===== config.mk =====
export PLATFORM = sky130hd
export DESIGN_NAME = abs_xfer
export DESIGN_NICKNAME = d
export VERILOG_FILES = /design/src/core/abs_xfer_pkg.sv /design/src/core/abs_xfer.sv
export SDC_FILE = /design/constraint.sdc
export NUM_CORES = 1
export LEC_CHECK = 0
export ABC_AREA = 1
export BUFFER_PORTS_ARGS = -buffer_cell sky130_fd_sc_hd__buf_2
export CAP_MARGIN = 20
export CORE_MARGIN = 5
export CORE_UTILIZATION = 51
export DETAILED_ROUTE_END_ITERATION = 7
export PLACE_DENSITY = 0.76
export SYNTH_ARGS = -nofsm -noshare
export SYNTH_HDL_FRONTEND = slang
export SYNTH_SLANG_ARGS = --single-unit

===== constraint.sdc =====
create_clock -name CLK -period 4.7 [get_ports CLK]
set_clock_uncertainty 0.05 [all_clocks]
set_input_delay 1.175 -clock CLK [delete_from_list [all_inputs] [get_ports CLK]]
set_output_delay 1.175 -clock CLK [all_outputs]
set_load 0.02 [all_outputs]

===== src/core/abs_xfer_pkg.sv =====
// constants and types for the absolute position handshake block
package abs_xfer_pkg;
  localparam int unsigned CLK_HZ = 10_000_000;
  localparam int unsigned OFF_MIN_MS = 20;
  localparam int unsigned SON_WAIT_MS = 1000;
  localparam int unsigned HS_TMO_MS = 5000;
  localparam longint unsigned OFF_MIN_CYC = (longint'(OFF_MIN_MS) * CLK_HZ + 64'h3e7) / 64'h3e8;
  localparam longint unsigned SON_WAIT_CYC = (longint'(SON_WAIT_MS) * CLK_HZ) / 64'h3e8;
  localparam longint unsigned HS_TMO_CYC = (longint'(HS_TMO_MS) * CLK_HZ) / 64'h3e8;
  localparam int POS_W = 32;
  localparam int CSUM_W = 6;
  localparam int GRP_W = 2;
  localparam int NGRP = (POS_W + CSUM_W) / GRP_W;
  localparam int NDATA = POS_W / GRP_W;
  localparam int CNT_W = 26;
  localparam logic [3:0] A_CFG = 4'h0;
  localparam logic [3:0] A_STAT = 4'h4;
  localparam logic [3:0] A_PCMD = 4'h8;
  localparam logic [3:0] A_HOME = 4'hc;
  localparam int CFG_OPT = 0;
  localparam int CFG_RESTART = 1;
  localparam int ST_TMO = 0;
  localparam int ST_SON = 1;
  localparam int ST_RDY = 2;
  localparam int ST_STAGE = 3;
  localparam int ST_OPT = 4;
  localparam int ST_FSM = 5;
  localparam int I_MODE = 0;
  localparam int I_REQ = 1;
  localparam int I_HOME = 2;
  localparam int I_SON = 3;
  localparam int I_FCLR = 4;
  localparam int I_FSTOP = 5;
  localparam int N_IN = 6;
  typedef enum logic [2:0] {
    S_IDLE = 3'b000,
    S_CALC = 3'b001,
    S_RDY = 3'b010,
    S_SEND = 3'b011,
    S_LAST = 3'b100
  } xfer_state_t;
endpackage


===== src/core/abs_xfer.sv =====
// absolute position transfer over discrete handshake pins, with avalon-mm registers
//
// The Avalon-MM slave port and the register offsets were left to the implementer.
`timescale 1ns/10ps
module abs_xfer
  import abs_xfer_pkg::*;
#(
  parameter int unsigned OFF_CYC = 32'(OFF_MIN_CYC),
  parameter int unsigned SON_CYC = 32'(SON_WAIT_CYC),
  parameter int unsigned TMO_CYC = 32'(HS_TMO_CYC)
)(
  // clock and reset
  input wire logic CLK,
  input wire logic RESET,
  // avalon-mm slave
  input wire logic [3:0] ADDRESS,
  input wire logic READ,
  input wire logic WRITE,
  input wire logic [31:0] WRITEDATA,
  output logic [31:0] READDATA,
  output logic WAITREQUEST,
  // handshake and command pins from the controller
  input wire logic POSITION_TRANSFER_MODE,
  input wire logic POSITION_GROUP_REQUEST,
  input wire logic HOME_SET_CMD,
  input wire logic SERVO_ENABLE_IN,
  input wire logic FAULT_CLEAR_IN,
  input wire logic FORCED_STOP_IN,
  // shared output pins
  output logic DATA_BIT_LOW,
  output logic DATA_BIT_HIGH,
  output logic DATA_VALID_STROBE,
  // servo core side
  input wire logic [POS_W-1:0] POS_NOW,
  input wire logic ALARM,
  input wire logic IN_POSITION,
  input wire logic ZERO_SPEED,
  input wire logic TORQUE_LIMIT,
  output logic STAGE_ENABLE,
  output logic READY_OUT,
  output logic [POS_W-1:0] POS_CMD,
  output logic POS_CMD_LOAD,
  output logic COUNTER_CLEAR,
  output logic HOME_STORE,
  output logic [POS_W-1:0] HOME_POS,
  output logic WARN_TIMEOUT,
  output logic WARN_SERVO_ON
);
  initial
  begin
    if (OFF_CYC < 1 || SON_CYC < 1 || TMO_CYC < 1 || TMO_CYC >= (1 << CNT_W) || SON_CYC >= (1 << CNT_W)
        || OFF_CYC >= (1 << CNT_W))
      $error("abs_xfer: cycle counts out of range");
  end

  // three-stage input filters; a level counts once stages two and three agree
  wire [N_IN-1:0] raw = {FORCED_STOP_IN, FAULT_CLEAR_IN, SERVO_ENABLE_IN, HOME_SET_CMD,
                         POSITION_GROUP_REQUEST, POSITION_TRANSFER_MODE};
  logic [N_IN-1:0] s1_q, s2_q, s3_q, f_q, fp_q;
  genvar gi;
  generate
    for (gi = 0; gi < N_IN; gi++)
    begin : g_sync
      always_ff @(posedge CLK)
      begin
        if (RESET)
        begin
          s1_q[gi] <= 1'b0;
          s2_q[gi] <= 1'b0;
          s3_q[gi] <= 1'b0;
          f_q[gi] <= 1'b0;
          fp_q[gi] <= 1'b0;
        end
        else
        begin
          s1_q[gi] <= raw[gi];
          s2_q[gi] <= s1_q[gi];
          s3_q[gi] <= s2_q[gi];
          if (s2_q[gi] == s3_q[gi])
            f_q[gi] <= s3_q[gi];
          fp_q[gi] <= f_q[gi];
        end
      end
    end
  endgenerate

  logic opt_cfg_q, opt_act_q;
  xfer_state_t st_q, st_d;
  logic [POS_W+CSUM_W-1:0] frame_q;
  logic [4:0] grp_q;
  logic [CNT_W-1:0] tmr_q, son_cnt_q, off_cnt_q;
  logic ready_q, entered_q, stage_q, tmo_q, sonw_q;
  logic [POS_W-1:0] pcmd_q, home_q;
  logic pload_q, cclr_q, hstore_q, b0_q, b1_q, stb_q, wait_q;
  logic [31:0] rdata_q;

  // pins only act as mode and request once the option is active
  wire mode = f_q[I_MODE] & opt_act_q;
  wire mode_rise = mode & ~(fp_q[I_MODE] & opt_act_q);
  wire req = f_q[I_REQ];
  wire servo_enable_in = f_q[I_SON];
  wire son_fall = ~servo_enable_in & fp_q[I_SON];
  wire fclr_rise = f_q[I_FCLR] & ~fp_q[I_FCLR];
  wire fstop_fall = ~f_q[I_FSTOP] & fp_q[I_FSTOP];
  wire home_rise = f_q[I_HOME] & ~fp_q[I_HOME];
  wire off_ok = off_cnt_q >= CNT_W'(OFF_CYC);
  // alarm, ready, live stage and short off time all refuse entry
  wire accept = mode_rise & ~ALARM & ~ready_q & ~stage_q & off_ok;
  wire busy = (st_q == S_CALC) || (st_q == S_RDY) || (st_q == S_SEND);
  wire abort_ev = busy & (~mode | son_fall | fclr_rise | fstop_fall);
  wire hs_tmo = (st_q != S_IDLE) && (st_q != S_CALC) && (tmr_q >= CNT_W'(TMO_CYC));
  wire last_grp = grp_q == 5'(NGRP - 1);
  wire [1:0] grp_bits = frame_q[2*grp_q +: 2];
  wire repurpose = mode;
  wire restart = WRITE & ~wait_q & (ADDRESS == A_CFG) & WRITEDATA[CFG_RESTART];

  // checksum: six-bit sum of the sixteen data pairs
  function automatic logic [CSUM_W-1:0] csum(input logic [POS_W-1:0] p);
    logic [CSUM_W-1:0] s;
    s = '0;
    for (int k = 0; k < NDATA; k++)
      s = s + CSUM_W'(p[2*k +: 2]);
    return s;
  endfunction

  always_comb
  begin
    st_d = st_q;
    case (st_q)
      S_IDLE: if (accept) st_d = S_CALC;
      S_CALC: st_d = abort_ev ? S_IDLE : S_RDY;
      S_RDY: if (abort_ev || hs_tmo) st_d = S_IDLE; else if (req) st_d = S_SEND;
      S_SEND: if (abort_ev || hs_tmo) st_d = S_IDLE; else if (!req) st_d = last_grp ? S_LAST : S_RDY;
      S_LAST: if (!mode) st_d = S_IDLE;
      default: st_d = S_IDLE;
    endcase
  end

  always_ff @(posedge CLK)
  begin
    if (RESET || restart)
    begin
      st_q <= S_IDLE;
      grp_q <= '0;
      tmr_q <= '0;
    end
    else
    begin
      st_q <= st_d;
      tmr_q <= (st_d != st_q) ? '0 : tmr_q + CNT_W'(!hs_tmo);
      if (st_q == S_IDLE)
        grp_q <= '0;
      else if (st_q == S_SEND && !req)
        grp_q <= grp_q + 5'h1;
    end
  end

  // position latch, command load and checksum build
  always_ff @(posedge CLK)
  begin
    if (RESET)
    begin
      frame_q <= '0;
      pcmd_q <= '0;
      pload_q <= 1'b0;
    end
    else
    begin
      pload_q <= accept;
      if (accept)
      begin
        frame_q <= {{CSUM_W{1'b0}}, POS_NOW};
        pcmd_q <= POS_NOW;
      end
      else if (st_q == S_CALC)
        frame_q[POS_W +: CSUM_W] <= csum(frame_q[POS_W-1:0]);
    end
  end

  // warnings, ready, power stage; set beats clear
  always_ff @(posedge CLK)
  begin
    if (RESET)
    begin
      tmo_q <= 1'b0;
      sonw_q <= 1'b0;
      son_cnt_q <= '0;
      ready_q <= 1'b0;
      entered_q <= 1'b0;
      stage_q <= 1'b0;
      off_cnt_q <= CNT_W'(OFF_CYC);
    end
    else
    begin
      if (abort_ev || hs_tmo)
        tmo_q <= 1'b1;
      else if (mode_rise)
        tmo_q <= 1'b0;
      son_cnt_q <= (st_q != S_IDLE && mode && !servo_enable_in) ? son_cnt_q + CNT_W'(son_cnt_q < CNT_W'(SON_CYC)) : '0;
      if (son_cnt_q >= CNT_W'(SON_CYC))
        sonw_q <= 1'b1;
      else if (servo_enable_in)
        sonw_q <= 1'b0;
      if (st_q == S_LAST && !mode)
        ready_q <= 1'b1;
      else if (!servo_enable_in)
        ready_q <= 1'b0;
      if (accept)
        entered_q <= 1'b1;
      else if (!servo_enable_in)
        entered_q <= 1'b0;
      stage_q <= servo_enable_in & entered_q & f_q[I_FSTOP] & ~ALARM;
      off_cnt_q <= stage_q ? '0 : off_cnt_q + CNT_W'(!off_ok);
    end
  end

  // home set and shared pin drive
  always_ff @(posedge CLK)
  begin
    if (RESET)
    begin
      cclr_q <= 1'b0;
      hstore_q <= 1'b0;
      home_q <= '0;
      b0_q <= 1'b0;
      b1_q <= 1'b0;
      stb_q <= 1'b0;
    end
    else
    begin
      cclr_q <= home_rise;
      hstore_q <= home_rise;
      if (home_rise)
        home_q <= POS_NOW;
      if (st_q == S_RDY && req)
      begin
        b0_q <= grp_bits[0];
        b1_q <= grp_bits[1];
      end
      if (!repurpose)
      begin
        b0_q <= IN_POSITION;
        b1_q <= ZERO_SPEED;
        stb_q <= TORQUE_LIMIT;
      end
      else
        stb_q <= (st_d == S_RDY) || (st_d == S_LAST);
    end
  end

  wire [31:0] stat_w = 32'({st_q, opt_act_q, stage_q, ready_q, sonw_q, tmo_q});
  wire [31:0] rd_mux = (ADDRESS == A_CFG) ? 32'({opt_act_q, opt_cfg_q}) :
                       (ADDRESS == A_STAT) ? stat_w :
                       (ADDRESS == A_PCMD) ? pcmd_q :
                       (ADDRESS == A_HOME) ? home_q : 32'h0;

  // register slave: one wait cycle, then the answer
  always_ff @(posedge CLK)
  begin
    if (RESET)
    begin
      wait_q <= 1'b1;
      rdata_q <= '0;
      opt_cfg_q <= 1'b0;
      opt_act_q <= 1'b0;
    end
    else
    begin
      wait_q <= ~((READ | WRITE) & wait_q);
      if (WRITE && !wait_q && ADDRESS == A_CFG)
        opt_cfg_q <= WRITEDATA[CFG_OPT];
      // restart takes the option bit of the same write, as a power cycle would
      if (restart)
        opt_act_q <= WRITEDATA[CFG_OPT];
      if (READ && wait_q)
        rdata_q <= rd_mux;
    end
  end

  assign READDATA = rdata_q;
  assign WAITREQUEST = wait_q;
  assign DATA_BIT_LOW = b0_q;
  assign DATA_BIT_HIGH = b1_q;
  assign DATA_VALID_STROBE = stb_q;
  assign STAGE_ENABLE = stage_q;
  assign READY_OUT = ready_q;
  assign POS_CMD = pcmd_q;
  assign POS_CMD_LOAD = pload_q;
  assign COUNTER_CLEAR = cclr_q;
  assign HOME_STORE = hstore_q;
  assign HOME_POS = home_q;
  assign WARN_TIMEOUT = tmo_q;
  assign WARN_SERVO_ON = sonw_q;
endmodule // abs_xfer


# Word-level counts from Yosys, hierarchy flattened

Cells that the tools add are included.

Word-level logic and storage cells: 189
Register bits after elaboration: 230
Input port bits: 82

Equal/unequal tests: 21
Add/subtract/negate cells: 19
Multiplexer cells: 26
Bitwise operators: 35
Shifts and indexed selects: 1
Order comparisons: 4
Reduce and logical (&&, ||, !) cells: 31

Operators by type and width:

| kind                                                                            | number |
|---|---|
| 32-bit 2-to-1 mux                                                               | 4 |
| 26-bit by 1-bit adder with 26-bit output                                        | 3 |
| 6-bit by 2-bit adder with 6-bit output                                          | 11 |
| 38-bit by 7-bit variable part select with 2-bit output                          | 1 |
| 26-bit by 18-bit >= comparator with 1-bit output (second input constant)        | 1 |
| 26-bit by 24-bit >= comparator with 1-bit output (second input constant)        | 1 |
| 26-bit >= comparator (second input constant)                                    | 1 |
| 26-bit by 24-bit less-than comparator with 1-bit output (second input constant) | 1 |
| 3-bit 2-to-1 mux                                                                | 7 |
| 1-bit AND                                                                       | 19 |
| 18-bit 2-to-1 mux                                                               | 1 |
| 3-bit one-hot mux with 5 select lines                                           | 1 |
| 1-bit 2-to-1 mux                                                                | 12 |
| 1-bit NOT                                                                       | 12 |
| 1-bit logical AND                                                               | 10 |
| 2-bit OR reduction                                                              | 5 |
| 3-bit by 2-bit == test with 1-bit output (second input constant)                | 3 |
| 4-bit == test (second input constant)                                           | 2 |
| 5-bit by 2-bit adder with 6-bit output                                          | 1 |
| 1-bit == test                                                                   | 6 |
| 3-bit == test (second input constant)                                           | 2 |
| 1-bit logical NOT                                                               | 6 |
| 2-bit by 1-bit != test with 1-bit output (second input constant)                | 3 |
| 4-bit by 2-bit adder with 5-bit output                                          | 1 |
| 15 further kinds                                                                | 23 |

# Longest topological paths before layout

Gate-level depths: netlist of the first run.

Word-level depth: 15
Depth in mapped cells: 21
Gate-level depth less buffers: 21

# Worst setup path before layout of the first run

Ideal clock, no wire load.

Path type: reg2reg
Start: register frame_q[1]
End: register frame_q[37]
Path buffers: 0
Arrival time: 4.277 ns
Cell stages (with the launch flop): 17
Library setup time: 0.086 ns
Setup slack: 0.288 ns
Cells stage by stage: dfxtp_1 inv_1 fa_1 inv_1 fa_1 fa_1 fa_1 inv_1 fa_1 inv_1 ha_1 inv_1 fa_1 or2_2 a21oi_1 nor3_1 a211oi_1

Longest elaborated chain between the ends: 15

RTL lines:

| what                                                 | line            | RTL |
|---|---|---|
| from (decl)                                          | abs_xfer.sv:89  | `logic [POS_W+CSUM_W-1:0] frame_q;` |
| from (signal assigned)                               | abs_xfer.sv:172 | `frame_q <= {{CSUM_W{1'b0}}, POS_NOW};` |
| from (signal, indexed assignment)                    | abs_xfer.sv:176 | `frame_q[POS_W +: CSUM_W] <= csum(frame_q[POS_W-1:0]);` |
| 2-bit by 2-bit adder with 3-bit output               | abs_xfer.sv:122 | `s = s + CSUM_W'(p[2*k +: 2]);` |
| 3-bit by 2-bit adder with 4-bit output               | abs_xfer.sv:122 |  |
| 4-bit by 2-bit adder with 5-bit output               | abs_xfer.sv:122 |  |
| 5-bit by 2-bit adder with 6-bit output               | abs_xfer.sv:122 |  |
| 6-bit by 2-bit adder with 6-bit output (11 in a row) | abs_xfer.sv:122 |  |

Every way passes these cells.
A chain may end at the register's enable or synchronous reset.

# Worst setup path after layout of the first run

Start: register frame_q[15]
End: register frame_q[37]

Longest elaborated chain between the ends: 9

RTL lines:

| what                                                | line |
|---|---|
| 6-bit by 2-bit adder with 6-bit output (9 in a row) | abs_xfer.sv:122 |

Every way passes these cells.

==> results of run 1 <==
==> power groups by stage <==
stage / clock network [uW] / registers, uW / logic [uW]
global placement: 0 / 2030 / 184
global route: 2010 / 1990 / 210
CTS: 1910 / 1990 / 188
detailed placement: 0 / 2030 / 187
finish: 1880 / 1990 / 188
floorplan: 0 / 2040 / 117
==> cell type report <==
| cell class | instances | area, um^2 | area share, % |
|---|---|---|---|
| diodes | 1 | 2.50 | 0.0196 |
| clock buffers | 39 | 761 | 5.95 |
| clock inverters | 5 | 30.0 | 0.235 |
| inverters | 246 | 923 | 7.23 |
| multi-input cells | 883 | 5230 | 40.9 |
| flip-flops and latches | 230 | 4610 | 36.0 |
| well taps | 280 | 350 | 2.74 |
| repair buffers | 168 | 878 | 6.87 |
==> worst register-to-register path, delay by kind of cell (launching register included) <==
kind,cells,cell delay [ps]
AND/OR/NAND/NOR,2,370
buffers and inverters,5,290
flip-flops,1,350
adder cells (fa/ha/maj),7,3060
AO/OA/AOI/OAI,2,280
==> per-layer routing <==
layer,wire (um),vias up
met5,0,-
met3,2250,55
li1,-,4859
met4,821,0
met1,12400,4495
met2,12700,344
==> Yosys cell counts (all sizes together) (2+ instances only) <==
master,instances
a211oi,2
a21oi,116
a31oi,4
and3,2
buf,47
clkbuf,32
clkinv,3
dfxtp,230
fa,26
ha,16
inv,243
nand2,182
nand3,71
nand3b,3
nand4,13
nor2,172
nor3,35
nor3b,6
nor4,9
o2111ai,4
o211ai,10
o21a,2
o21ai,113
o221ai,12
o22ai,30
or2,8
xnor2,10
xor2,29
==> metrics by stage <==
stage	total power [uW]	setup WS (ps)	hold slack, ps	cell area (um^2)
CTS	4090	74.0	351	12700
floorplan	2150	288	338	11200
global placement	2210	111	340	12000
finish	4060	202	350	12800
detailed placement	2220	128	343	12000
global route	4210	33.3	363	12800
==> kinds of logic (layout without fill, tap and decap cells) <==
family | count (synthesis) | in the layout | synth area share (%)
adders and majority gates | 42 | 42 | 6.42
buffers and inverters | 325 | 458 | 12.5
DFF | 230 | 230 | 41.0
xor gates and xnor gates | 39 | 39 | 3.05
other | 0 | 1 | 0
and+or+nand+nor | 502 | 502 | 21.9
AOI/OAI and AO/OA | 300 | 300 | 15.2
==> what timing repair did <==
item	4_1_cts	5_1_grt
gates resized for setup	0	3
hold endpoints to repair	0	0
endpoints found under the setup margin	0	1
==> final timing paths <==
check	startpoint	endpoint	slack (ps)	cells past startpoint
min reg2reg	s1_q[2]$_SDFF_PP0_	s2_q[2]$_SDFF_PP0_	350	2
min	s1_q[2]$_SDFF_PP0_	s2_q[2]$_SDFF_PP0_	350	2
max reg2reg	frame_q[15]$_SDFFE_PP0P_	frame_q[37]$_SDFFE_PP0P_	200	16
max	frame_q[15]$_SDFFE_PP0P_	frame_q[37]$_SDFFE_PP0P_	200	16
==> sequential cells by signal (all words and copies together) (netlist names), 6 cells and up <==
| name | count |
|---|---|
| HOME_POS | 32 |
| off_cnt_q | 26 |
| frame_q | 38 |
| tmr_q | 26 |
| READDATA | 32 |
| son_cnt_q | 26 |
| s2_q | 6 |
| s3_q | 6 |
| s1_q | 6 |
==> summary.md, run 1 <==
| Metric | Value |
|---|---|
| Number of synthesized register bits | `between 200 and 250` |
| EDFF count, synth | `0` |
| Worst Path Max Fanout | `3` |
| Hold Crit Class | `reg -> reg` |
| Remaining Overflow, GRT | `0` |
| First-pass GRT wire length | `45,600 um` |
| Synth area leaders | `dfxtp_1 (41%), inv_1 (7.9%), nand2_1 (5.9%)` |
| Top delay family on crit path | `adder cells` |
| CP cell instances | `fa_1 > inv_1 > fa_1 > inv_1 > fa_1 > fa_1 > inv_1 > fa_1 > inv_1 > ha_1 > inv_1 > fa_2 > or2_2 > a21oi_1 > nor3_1 > a211oi_1` |
| WP buf/inv | `5` |
| Share of layout cells above drive strength 1 | `between 15 and 20%` |
| Setup violators final | `0` |
| CORE AREA | `roughly 0.022 mm^2` |
| Sw Pwr | `about 920 uW` |
| Drt via density | `between 5 and 6` |
| Vias in the first global route | `roughly 9k` |
| CTS tree | `built` |
| Critical Path Max Stage Delay | `550 ps` |
| Sw Ratio | `between 20% and 30%` |
| Clk Latency, worst-skew pair | `roughly 530 ps` |
| Initial detailed-routing violation count | `670` |
| Crit path kind | `reg -> reg` |
| Height of the die | `around 160 um` |
| CP max-delay cell | `fa_1` |
| Post-Route Setup TNS | `0 ps` |
| H-tree depth | `1` |
| Clock sinks | `230` |
| Dpl cells | `between 1.5k and 2k` |
| Status | `finished clean` |
| Seq pwr share | `between 40% and 50%` |
| Die ar. | `0.0251 mm^2` |
| Fill cells | `slightly below 2k` |
| Syn Area/Cell | `a little under 8 um^2` |
| Initial Utilization | `approximately 52%` |
| Most common cell after layout, fill and taps aside | `inv_1` |
| Residual DRC | `0` |
| Met1 Use GR | `between 30% and 40%` |
| Row cnt | `54` |
| # IOs | `189` |
| Via count | `~9.8k` |
| Critical Path AT | `a little under 5000 ps` |
| Initial antenna violation count | `1` |
| Busiest layer in global routing | `met2` |
| Tot GR Track Use | `between 20 and 25%` |
| Final nets | `1,679` |
| Met3 Use GR | `between 4 and 5%` |
| Die width | `about 160 um` |
| Post-route insts no fill | `1,852` |
| Max Clk Rate | `roughly 220 MHz` |
| CP Data Required Time | `~5100 ps` |
| Mapped Cells | `roughly 1.4k` |
| Power Internal | `3140 uW` |
| Post-Route WL | `~28,000 um` |
| Worst-Margin Slew | `~820 ps` |
| Final Core Density | `58.7%` |
| Crit start category | `register` |
| Pins over their slew limit | `0` |
| Post-detail-place hpwl | `between 20,000 and 25,000 um` |
| Post-synth top area share | `41.0%` |
| Most frequent cells in the layout | `inv_1 (236), dfxtp_1 (229), nand2_1 (175)` |
| RSZ-0062 raised after global routing | `false` |
| Period minus WS final | `about 4500 ps` |
| Synth area leader | `dfxtp_1` |
| Final worst-path cycle share | `95.7%` |
| # Max-Cap Violations | `0` |
| Logic pwr share | `under 10%` |
| Synth async-reset ratio | `0%` |
| Post-CTS Setup Repair Bufs | `0` |
| Largest net degree at the start of global routing | `64` |
| Leakage | `0.00534 uW` |
| Final hold vios | `0` |
| Clock network power share | `about 46%` |
| Critical Path End Type | `register` |
| Total power divided by cell area | `318 mW/mm^2` |
| DR pass1 iterations | `5` |
| Reg clk slew, reported paths | `~60 ps` |
| Yosys warnings | `0` |
| Final Wtd Congestion | `roughly 0.90` |
| Top_reg_cell synth | `dfxtp_1` |
| CTS Buf Count | `26` |
| Clock tree buffer depth | `3` |
| Port Buf Inserts | `around 160` |
| Drt wl/cell | `approximately 15 um` |
| Netlist cell types | `53` |
| Hold buffer count at cts | `0` |
| Post-synthesis sequential area ratio | `between 40% and 50%` |
| VDD IR max | `214 uV` |
| Global-route track usage on met2 | `34.7%` |
| Root Driver | `clkbuf_16` |
| Post-route ant nets | `0` |
| Synth Cell Area | `0.0112 mm^2` |
| Syn-to-layout area delta | `13.9%` |
| Relative slew slack | `between 40 and 50%` |
| Post-synth net total | `roughly 1.6k` |
Note: power is estimated with default switching activity, not from simulation.
==> inputs of run 2 (changes only) <==
--- a/config.mk
+++ b/config.mk
@@ -5,13 +5,13 @@
 export SDC_FILE = /design/constraint.sdc
 export NUM_CORES = 1
 export LEC_CHECK = 0
-export ABC_AREA = 1
+export ABC_AREA = 0
 export BUFFER_PORTS_ARGS = -buffer_cell sky130_fd_sc_hd__buf_2
 export CAP_MARGIN = 20
 export CORE_MARGIN = 5
 export CORE_UTILIZATION = 51
 export DETAILED_ROUTE_END_ITERATION = 7
-export PLACE_DENSITY = 0.76
+export PLACE_DENSITY = 0.77
 export SYNTH_ARGS = -nofsm -noshare
 export SYNTH_HDL_FRONTEND = slang
 export SYNTH_SLANG_ARGS = --single-unit
==> summary.md, run 2 <==
| Metric | Value |
|---|---|
| Status | `finished clean` |
| Hold Startpoint | `s1_q[4]$_SDFF_PP0_` |
| Drt via density | `5.52 (+4.9%)` |
| Initial detailed-routing violation count | `500 (-25%)` |
| Met2 wire length | `13,200 um (+3.9%)` |
| Routed wl met3 | `2400 um (+6.8%)` |
| Share of layout cells above drive strength 1 | `19.3% (+1.4 points)` |
| Relative slew slack | `28.0% (-17 points)` |
| Worst-Margin Slew | `1070 ps (+253 ps)` |
| CORE AREA | `0.0209 mm^2 (-4.0%)` |
| Dpl ws | `338 ps (+210 ps)` |
| Worst r2r src | `frame_q[11]$_SDFFE_PP0P_` |
| Post-synth top area share | `42.8% (+1.7 points)` |
| Most frequent CP cell | `fa_1` |
| Critical Path AT | `4750 ps (-130 ps)` |
| Crit path kind | `reg -> reg` |
| Root Driver | `clkbuf_16` |
| Pins over their slew limit | `0 (unchanged)` |
| Final worst-path cycle share | `93.1% (-2.6 points)` |
| Die width | `155 um (-1.9%)` |
| Top delay family on crit path | `adder cells` |
| Top_reg_cell synth | `dfxtp_1` |
| First-pass GRT wire length | `46,300 um (+1.6%)` |
| RR Endpoint | `frame_q[37]$_SDFFE_PP0P_` |
| Hold path depth | `1 (-1)` |
| Post-Route WL | `28,400 um (+0.82%)` |
| Clock tree buffer depth | `3 (unchanged)` |
| CP max-delay cell | `fa_1` |
| Port Buf Inserts | `158 (unchanged)` |
| WP buf/inv | `5 (unchanged)` |
| Top Metal Used | `met5` |
| Hold buffer count at cts | `0 (unchanged)` |
| Largest net degree at the start of global routing | `103 (+61%)` |
| Initial antenna violation count | `6 (+5)` |
| Synth async-reset ratio | `0% (unchanged)` |
| Max FFs per register | `38 (unchanged)` |
| Overall power | `4080 uW (+0.55%)` |
| Crit start category | `register` |
| Synth Cell Area | `0.0108 mm^2 (-4.0%)` |
| Drt wl/cell | `17.2 um (+13%)` |
| Setup violators final | `0 (unchanged)` |
| Synth area leader | `dfxtp_1` |
| Critical path depth | `15 (-1)` |
| Vias in the first global route | `8,832 (-4.6%)` |
| R2R Setup Slk | `320 ps (+120 ps)` |
| Largest register by flop count | `frame_q` |
| Height of the die | `155 um (-1.9%)` |
| Metal1 wirelength | `12,000 um (-3.1%)` |
| CTS Buf Count | `25 (-3.8%)` |
| Final Wtd Congestion | `0.896 (about the same)` |
| Dpl cells | `1,604 (-11%)` |
| # Max-Cap Violations | `0 (unchanged)` |
| Worst setup path start | `frame_q[11]$_SDFFE_PP0P_` |
| Via count | `9,113 (-6.6%)` |
| Residual DRC | `0 (unchanged)` |
| Mapped Cells | `1,250 (-13%)` |
| Netlist cell types | `60 (+13%)` |
| Number of synthesized register bits | `230 (unchanged)` |
| Final hold vios | `0 (unchanged)` |
| Synth area leaders | `dfxtp_1 (43%), nand2_1 (6.2%), a21oi_1 (5.3%)` |
| Clock sinks | `230 (unchanged)` |
| DR pass1 iterations | `5 (unchanged)` |
| Reg clk slew, reported paths | `60 ps (about the same)` |
| Die ar. | `0.0241 mm^2 (-3.8%)` |
| Total power divided by cell area | `331 mW/mm^2 (+4.0%)` |
| Post-CTS Setup Repair Bufs | `0 (unchanged)` |
| Fill cells | `1,851 (-6.4%)` |
| Row cnt | `53 (-1.9%)` |
| Clk Latency, worst-skew pair | `510 ps (-20 ps)` |
| Max Clk Rate | `228 MHz (+2.8%)` |
| Initial Utilization | `51.5% (about the same)` |
| Tot GR Track Use | `23.3% (+1.2 points)` |
| Post-synthesis sequential area ratio | `42.8% (+1.7 points)` |
| EDFF count, synth | `0 (unchanged)` |
| H-tree depth | `1 (unchanged)` |
| Yosys warnings | `0 (unchanged)` |
| Remaining Overflow, GRT | `0 (unchanged)` |
| # IOs | `189 (unchanged)` |
| Final nets | `1,480 (-12%)` |
| Critical Path End | `frame_q[37]$_SDFFE_PP0P_` |
| Critical Path End Type | `register` |
| Hold Crit Class | `reg -> reg` |
| Post-detail-place hpwl | `19,900 um (-4.6%)` |
| CP cell instances | `inv_1 > fa_1 > inv_1 > fa_1 > fa_1 > fa_1 > inv_1 > fa_1 > inv_1 > ha_1 > inv_1 > fa_1 > nor2b_1 > o21ai_0 > a211oi_1` |
| Post-route ant nets | `0 (unchanged)` |
| Post-Route Setup TNS | `0 ps (unchanged)` |
| Setup ws final | `323 ps (+122 ps)` |
| Post-synth net total | `1,374 (-12%)` |
| Critical Path Max Stage Delay | `560 ps (about the same)` |
| Worst Path Max Fanout | `5 (+2)` |
| Most frequent cells after synthesis | `dfxtp_1 (230), nand2_1 (179), nor2_1 (139), a21oi_1 (114), inv_1 (71)` |
| RSZ-0062 raised after global routing | `false` |
| CTS tree | `built` |
| Leakage | `0.00490 uW (-8.3%)` |
| Syn-to-layout area delta | `14.7%` |
| Most common cell after layout, fill and taps aside | `dfxtp_1` |
| Most frequent cells in the layout | `dfxtp_1 (230), nand2_1 (179), buf_2 (157)` |
| Syn Area/Cell | `8.61 um^2 (+10%)` |
| R2R cell count | `15 (-1)` |
| VDD IR max | `227 uV (+6.1%)` |
| Leading cell type by number of instances after synthesis | `dfxtp_1` |
| CP Data Required Time | `5080 ps (about the same)` |
| Period minus WS final | `4380 ps (-122 ps)` |
| Post-route insts no fill | `1,650 (-11%)` |
-- run 2: changes by cell type in the layout (fill, tap and decap cells not counted), moves of 15 or more --
cell     before  now
xor2_1       29   47
nor2_2        6   21
a22oi_1       0   23
inv_1       236   71
xnor2_1      10   28
nand3_1      64   30
o21ai_0     111   27
o22ai_1      25    0
nor2b_1       0   26
nor2_4       24    0
-- run 2: area by class of cell --
type,instances,area (um^2),share of cell area [%]
inverters,71,267,2.16
repair buffers,172,898,7.27
clock buffers,37,751,6.08
clock inverters,7,87.6,0.709
flip-flops and latches,230,4600,37.3
multi-input cells,856,5390,43.7
diodes,2,5.00,0.0405
well taps,275,344,2.79
-- run 2: layer usage --
layer  vias up  global-route usage [%]
met5         -                       0
met1      4364                    30.7
met3        70                    6.09
li1       4358                       -
met2       313                    38.1
met4         8                    6.25
-- run 2: worst reg2reg max path, cell delays in order, from the launching register on --
cell      delay (ps)
dfxtp_1          410
inv_1             80
fa_1             510
inv_1             50
fa_1             470
fa_1             530
fa_1             560
inv_1             60
fa_1             460
inv_1             70
ha_1             160
inv_1             60
fa_1             400
nor2b_1          150
o21ai_0           90
a211oi_1         190
-- run 2: report_power, final --
| part | switching, uW | internal, uW |
|---|---|---|
| Sequential | 7.30 | 1960 |
| Clock | 781 | 1210 |
| Combinational | 88.5 | 36.7 |
| Total | 876 | 3210 |
-- run 2: how the worst min path moves through the flow --
| stage | end | slack, ps |
|---|---|---|
| 2_1_floorplan | HOME_STORE$_SDFF_PP0_ | 360 |
| 4_1_cts | s2_q[3]$_SDFF_PP0_ | 390 |
| 3_5_place_dp | s2_q[3]$_SDFF_PP0_ | 370 |
| 3_3_place_gp | s2_q[5]$_SDFF_PP0_ | 370 |
| 6_report | s2_q[4]$_SDFF_PP0_ | 380 |
| 5_1_grt | s2_q[4]$_SDFF_PP0_ | 410 |
-- run 2: timing repair --
action,4_1_cts,5_1_grt
hold endpoints to repair,0,0
setup endpoints to repair,0,1
gates resized for setup,0,0
-- run 2: through the flow --
step / hold slack [ps] / area (um^2) / util, %
4_1_cts: 387 / 12300 / 59.1
5_1_grt: 412 / 12300 / 59.1
6_report: 385 / 12300 / 59.1
3_5_place_dp: 372 / 11500 / 55.1
3_3_place_gp: 371 / 11500 / 55.1
2_1_floorplan: 356 / 10800 / -
-- run 2: cell families after synthesis --
group / count (synthesis) / share of synthesized area [%]
and+or+nand+nor: 507 / 21.8
AOI/OAI and AO/OA: 201 / 11.5
muxes: 31 / 3.92
adders and majority gates: 42 / 6.69
buffers and inverters: 164 / 7.26
DFF: 230 / 42.8
xor gates and xnor gates: 75 / 6.10
==> inputs of run 3 (changes only) <==
--- a/config.mk
+++ b/config.mk
@@ -9,9 +9,9 @@
 export BUFFER_PORTS_ARGS = -buffer_cell sky130_fd_sc_hd__buf_2
 export CAP_MARGIN = 20
 export CORE_MARGIN = 5
-export CORE_UTILIZATION = 51
+export CORE_UTILIZATION = 56
 export DETAILED_ROUTE_END_ITERATION = 7
-export PLACE_DENSITY = 0.77
+export PLACE_DENSITY = 0.8
 export SYNTH_ARGS = -nofsm -noshare
 export SYNTH_HDL_FRONTEND = slang
 export SYNTH_SLANG_ARGS = --single-unit
==> constraint.sdc (replaced) <==
create_clock -name CLK -period 4.9 [get_ports CLK]
set_clock_uncertainty 0.05 [all_clocks]
set_input_delay 1.225 -clock CLK [delete_from_list [all_inputs] [get_ports CLK]]
set_output_delay 1.225 -clock CLK [all_outputs]
set_load 0.02 [all_outputs]
==> summary.md, run 3 (synthesized netlist as in run 2, its figures left out) <==
| Metric | Value |
|---|---|
| CTS Buf Count | `25 (unchanged)` |
| Hold Crit Class | `reg -> reg` |
| Clock tree buffer depth | `3 (unchanged)` |
| Height of the die | `149 um (-4.3%)` |
| Tot GR Track Use | `25.7% (+2.4 points)` |
| Drt wl/cell | `17.5 um (+1.4%)` |
| Most common cell after layout, fill and taps aside | `dfxtp_1` |
| Hold Startpoint | `s1_q[2]$_SDFF_PP0_` |
| Max Clk Rate | `218 MHz (-4.5%)` |
| Residual DRC | `0 (unchanged)` |
| Drt via density | `5.58 (+1.1%)` |
| Syn-to-layout area delta | `14.6% (about the same)` |
| Largest register by flop count | `frame_q` |
| Logic pwr share | `3.2% (about the same)` |
| Worst Path Max Fanout | `5 (unchanged)` |
| Critical Path End Type | `register` |
| Worst r2r src | `frame_q[1]$_SDFFE_PP0P_` |
| Post-Route Setup TNS | `0 ps (unchanged)` |
| Die ar. | `0.0221 mm^2 (-8.4%)` |
| VDD IR max | `267 uV (+17%)` |
| RR Endpoint | `frame_q[36]$_SDFFE_PP0P_` |
| H-tree depth | `1 (unchanged)` |
| Worst-Margin Slew | `1000 ps (-69.5 ps)` |
| Largest net degree at the start of global routing | `88 (-15%)` |
| Remaining Overflow, GRT | `0 (unchanged)` |
| Period minus WS final | `4580 ps (+204 ps)` |
| Power Internal | `3010 uW (-6.0%)` |
| Root Driver | `clkbuf_16` |
| Clock sinks | `230 (unchanged)` |
| Post-detail-place hpwl | `19,800 um (-0.38%)` |
| Most frequent cells in the layout | `dfxtp_1 (230), nand2_1 (179), buf_2 (157)` |
| Share of layout cells above drive strength 1 | `19.6% (+0.28 points)` |
| Critical Path Max Stage Delay | `590 ps (+30 ps)` |
| Top delay family on crit path | `adder cells` |
| Vias in the first global route | `9,116 (+3.2%)` |
| Setup violators final | `0 (unchanged)` |
| WP buf/inv | `4 (-1)` |
| Pins over their slew limit | `0 (unchanged)` |
| R2R Setup Slk | `320 ps (about the same)` |
| Initial Utilization | `57.2% (+5.6 points)` |
| Total power divided by cell area | `314 mW/mm^2 (-5.1%)` |
| Post-Route WL | `28,600 um (+0.70%)` |
| Via count | `9,149 (+0.40%)` |
| CTS tree | `built` |
| Status | `finished clean` |
| Reg clk slew, reported paths | `60 ps (about the same)` |
| Final Wtd Congestion | `0.935 (+4.4%)` |
| RSZ-0062 raised after global routing | `false` |
| First-pass GRT wire length | `46,400 um (about the same)` |
| Sw Pwr | `859 uW (-2.0%)` |
| Die width | `149 um (-4.3%)` |
| Port Buf Inserts | `158 (unchanged)` |
| Overall power | `3870 uW (-5.1%)` |
| # Max-Cap Violations | `0 (unchanged)` |
| Cell area after layout | `0.0123 mm^2 (about the same)` |
| N_diodes | `0 (-2)` |
| CP max-delay cell | `fa_1` |
| Final worst-path cycle share | `93.5% (+0.37 points)` |
| CP Data Required Time | `5250 ps (+170 ps)` |
| DR pass1 iterations | `5 (unchanged)` |
| Hold buffer count at cts | `0 (unchanged)` |
| # IOs | `189 (unchanged)` |
| Hold Path End | `s2_q[2]$_SDFF_PP0_` |
| Clk Latency, worst-skew pair | `520 ps (about the same)` |
| Most frequent CP cell | `fa_1` |
| Sw Ratio | `22.2% (+0.71 points)` |
| Leakage | `0.00490 uW (about the same)` |
| Critical Path AT | `4930 ps (+180 ps)` |
| Clock network power share | `48.0% (-0.7 points)` |
| Final Core Density | `65.5% (+6.4 points)` |
| Post-CTS Setup Repair Bufs | `0 (unchanged)` |
| CORE AREA | `0.0188 mm^2 (-9.9%)` |
| Crit start category | `register` |
| Final nets | `1,485 (+0.34%)` |
| Seq pwr share | `48.8% (+0.6 points)` |
| Cts repair resizes | `0 (unchanged)` |
| Row cnt | `50 (-5.7%)` |
| Crit path kind | `reg -> reg` |
| Relative slew slack | `32.9% (+4.9 points)` |
| CP cell instances | `inv_1 > fa_1 > inv_1 > fa_1 > fa_1 > fa_1 > inv_1 > fa_1 > inv_1 > ha_1 > a21o_1 > a21oi_1 > xor2_1 > nor2_1 > a21oi_1 > nor2_1` |
| Initial detailed-routing violation count | `648 (+30%)` |
| Final hold vios | `0 (unchanged)` |
| DP Area | `0.0115 mm^2 (+0.16%)` |
| R2R cell count | `16 (+1)` |
| Initial antenna violation count | `1 (-5)` |
| Post-route ant nets | `0 (unchanged)` |
| Max FFs per register | `38 (unchanged)` |
| Hold path depth | `1 (unchanged)` |
==> run 3: changes by cell type in the layout (fill, tap and decap cells not counted) <==
cell	previous run	this run
buf_4	15	20
clkbuf_8	8	3
clkinv_2	4	3
clkbuf_1	4	5
clkinvlp_4	1	3
diode_2	2	0
clkinv_4	0	4
==> run 3: cell type report <==
cell class | count | area [um^2]
Fill cell | 1540 | 6490
Clock buffer | 33 | 686
Inverter | 71 | 267
Clock inverter | 12 | 133
Sequential cell | 230 | 4600
Tap cell | 260 | 325
Multi-Input combinational cell | 856 | 5390
Timing Repair Buffer | 177 | 936
==> run 3: how the worst max path moves through the flow <==
stage,startpoint,end,slack (ps),cells after the start
2_1_floorplan,frame_q[1]$_SDFFE_PP0P_,frame_q[36]$_SDFFE_PP0P_,670,16
3_3_place_gp,frame_q[1]$_SDFFE_PP0P_,frame_q[36]$_SDFFE_PP0P_,460,16
3_5_place_dp,frame_q[1]$_SDFFE_PP0P_,frame_q[36]$_SDFFE_PP0P_,330,16
4_1_cts,frame_q[1]$_SDFFE_PP0P_,frame_q[36]$_SDFFE_PP0P_,320,16
5_1_grt,frame_q[1]$_SDFFE_PP0P_,frame_q[36]$_SDFFE_PP0P_,100,16
6_report,frame_q[1]$_SDFFE_PP0P_,frame_q[36]$_SDFFE_PP0P_,320,16
==> run 3: power groups by stage <==
| stage | clock, uW | sequential, uW | combinational, uW |
|---|---|---|---|
| detailed placement | 0 | 1930 | 121 |
| CTS | 1890 | 1890 | 121 |
| global route | 1970 | 1890 | 132 |
| global placement | 0 | 1930 | 120 |
| floorplan | 0 | 1930 | 62.0 |
| finish | 1860 | 1890 | 124 |
==> run 3: metrics by stage <==
step | cells | setup WS, ps | hold slack (ps)
floorplan | 1250 | 665 | 356
global placement | 1594 | 461 | 372
detailed placement | 1594 | 326 | 374
CTS | 1639 | 320 | 387
global route | 1639 | 95.4 | 413
finish | 1639 | 319 | 381
==> run 3: per-layer routing <==
metal  GRT usage (%)  share of wire [%]  vias to the layer above
li1                -                  -                     4374
met2            42.7                 47                      362
met1            33.3                 42                     4324
met5               0              0.045                        -
met3            6.12                8.5                       87
met4            8.22                3.1                        2
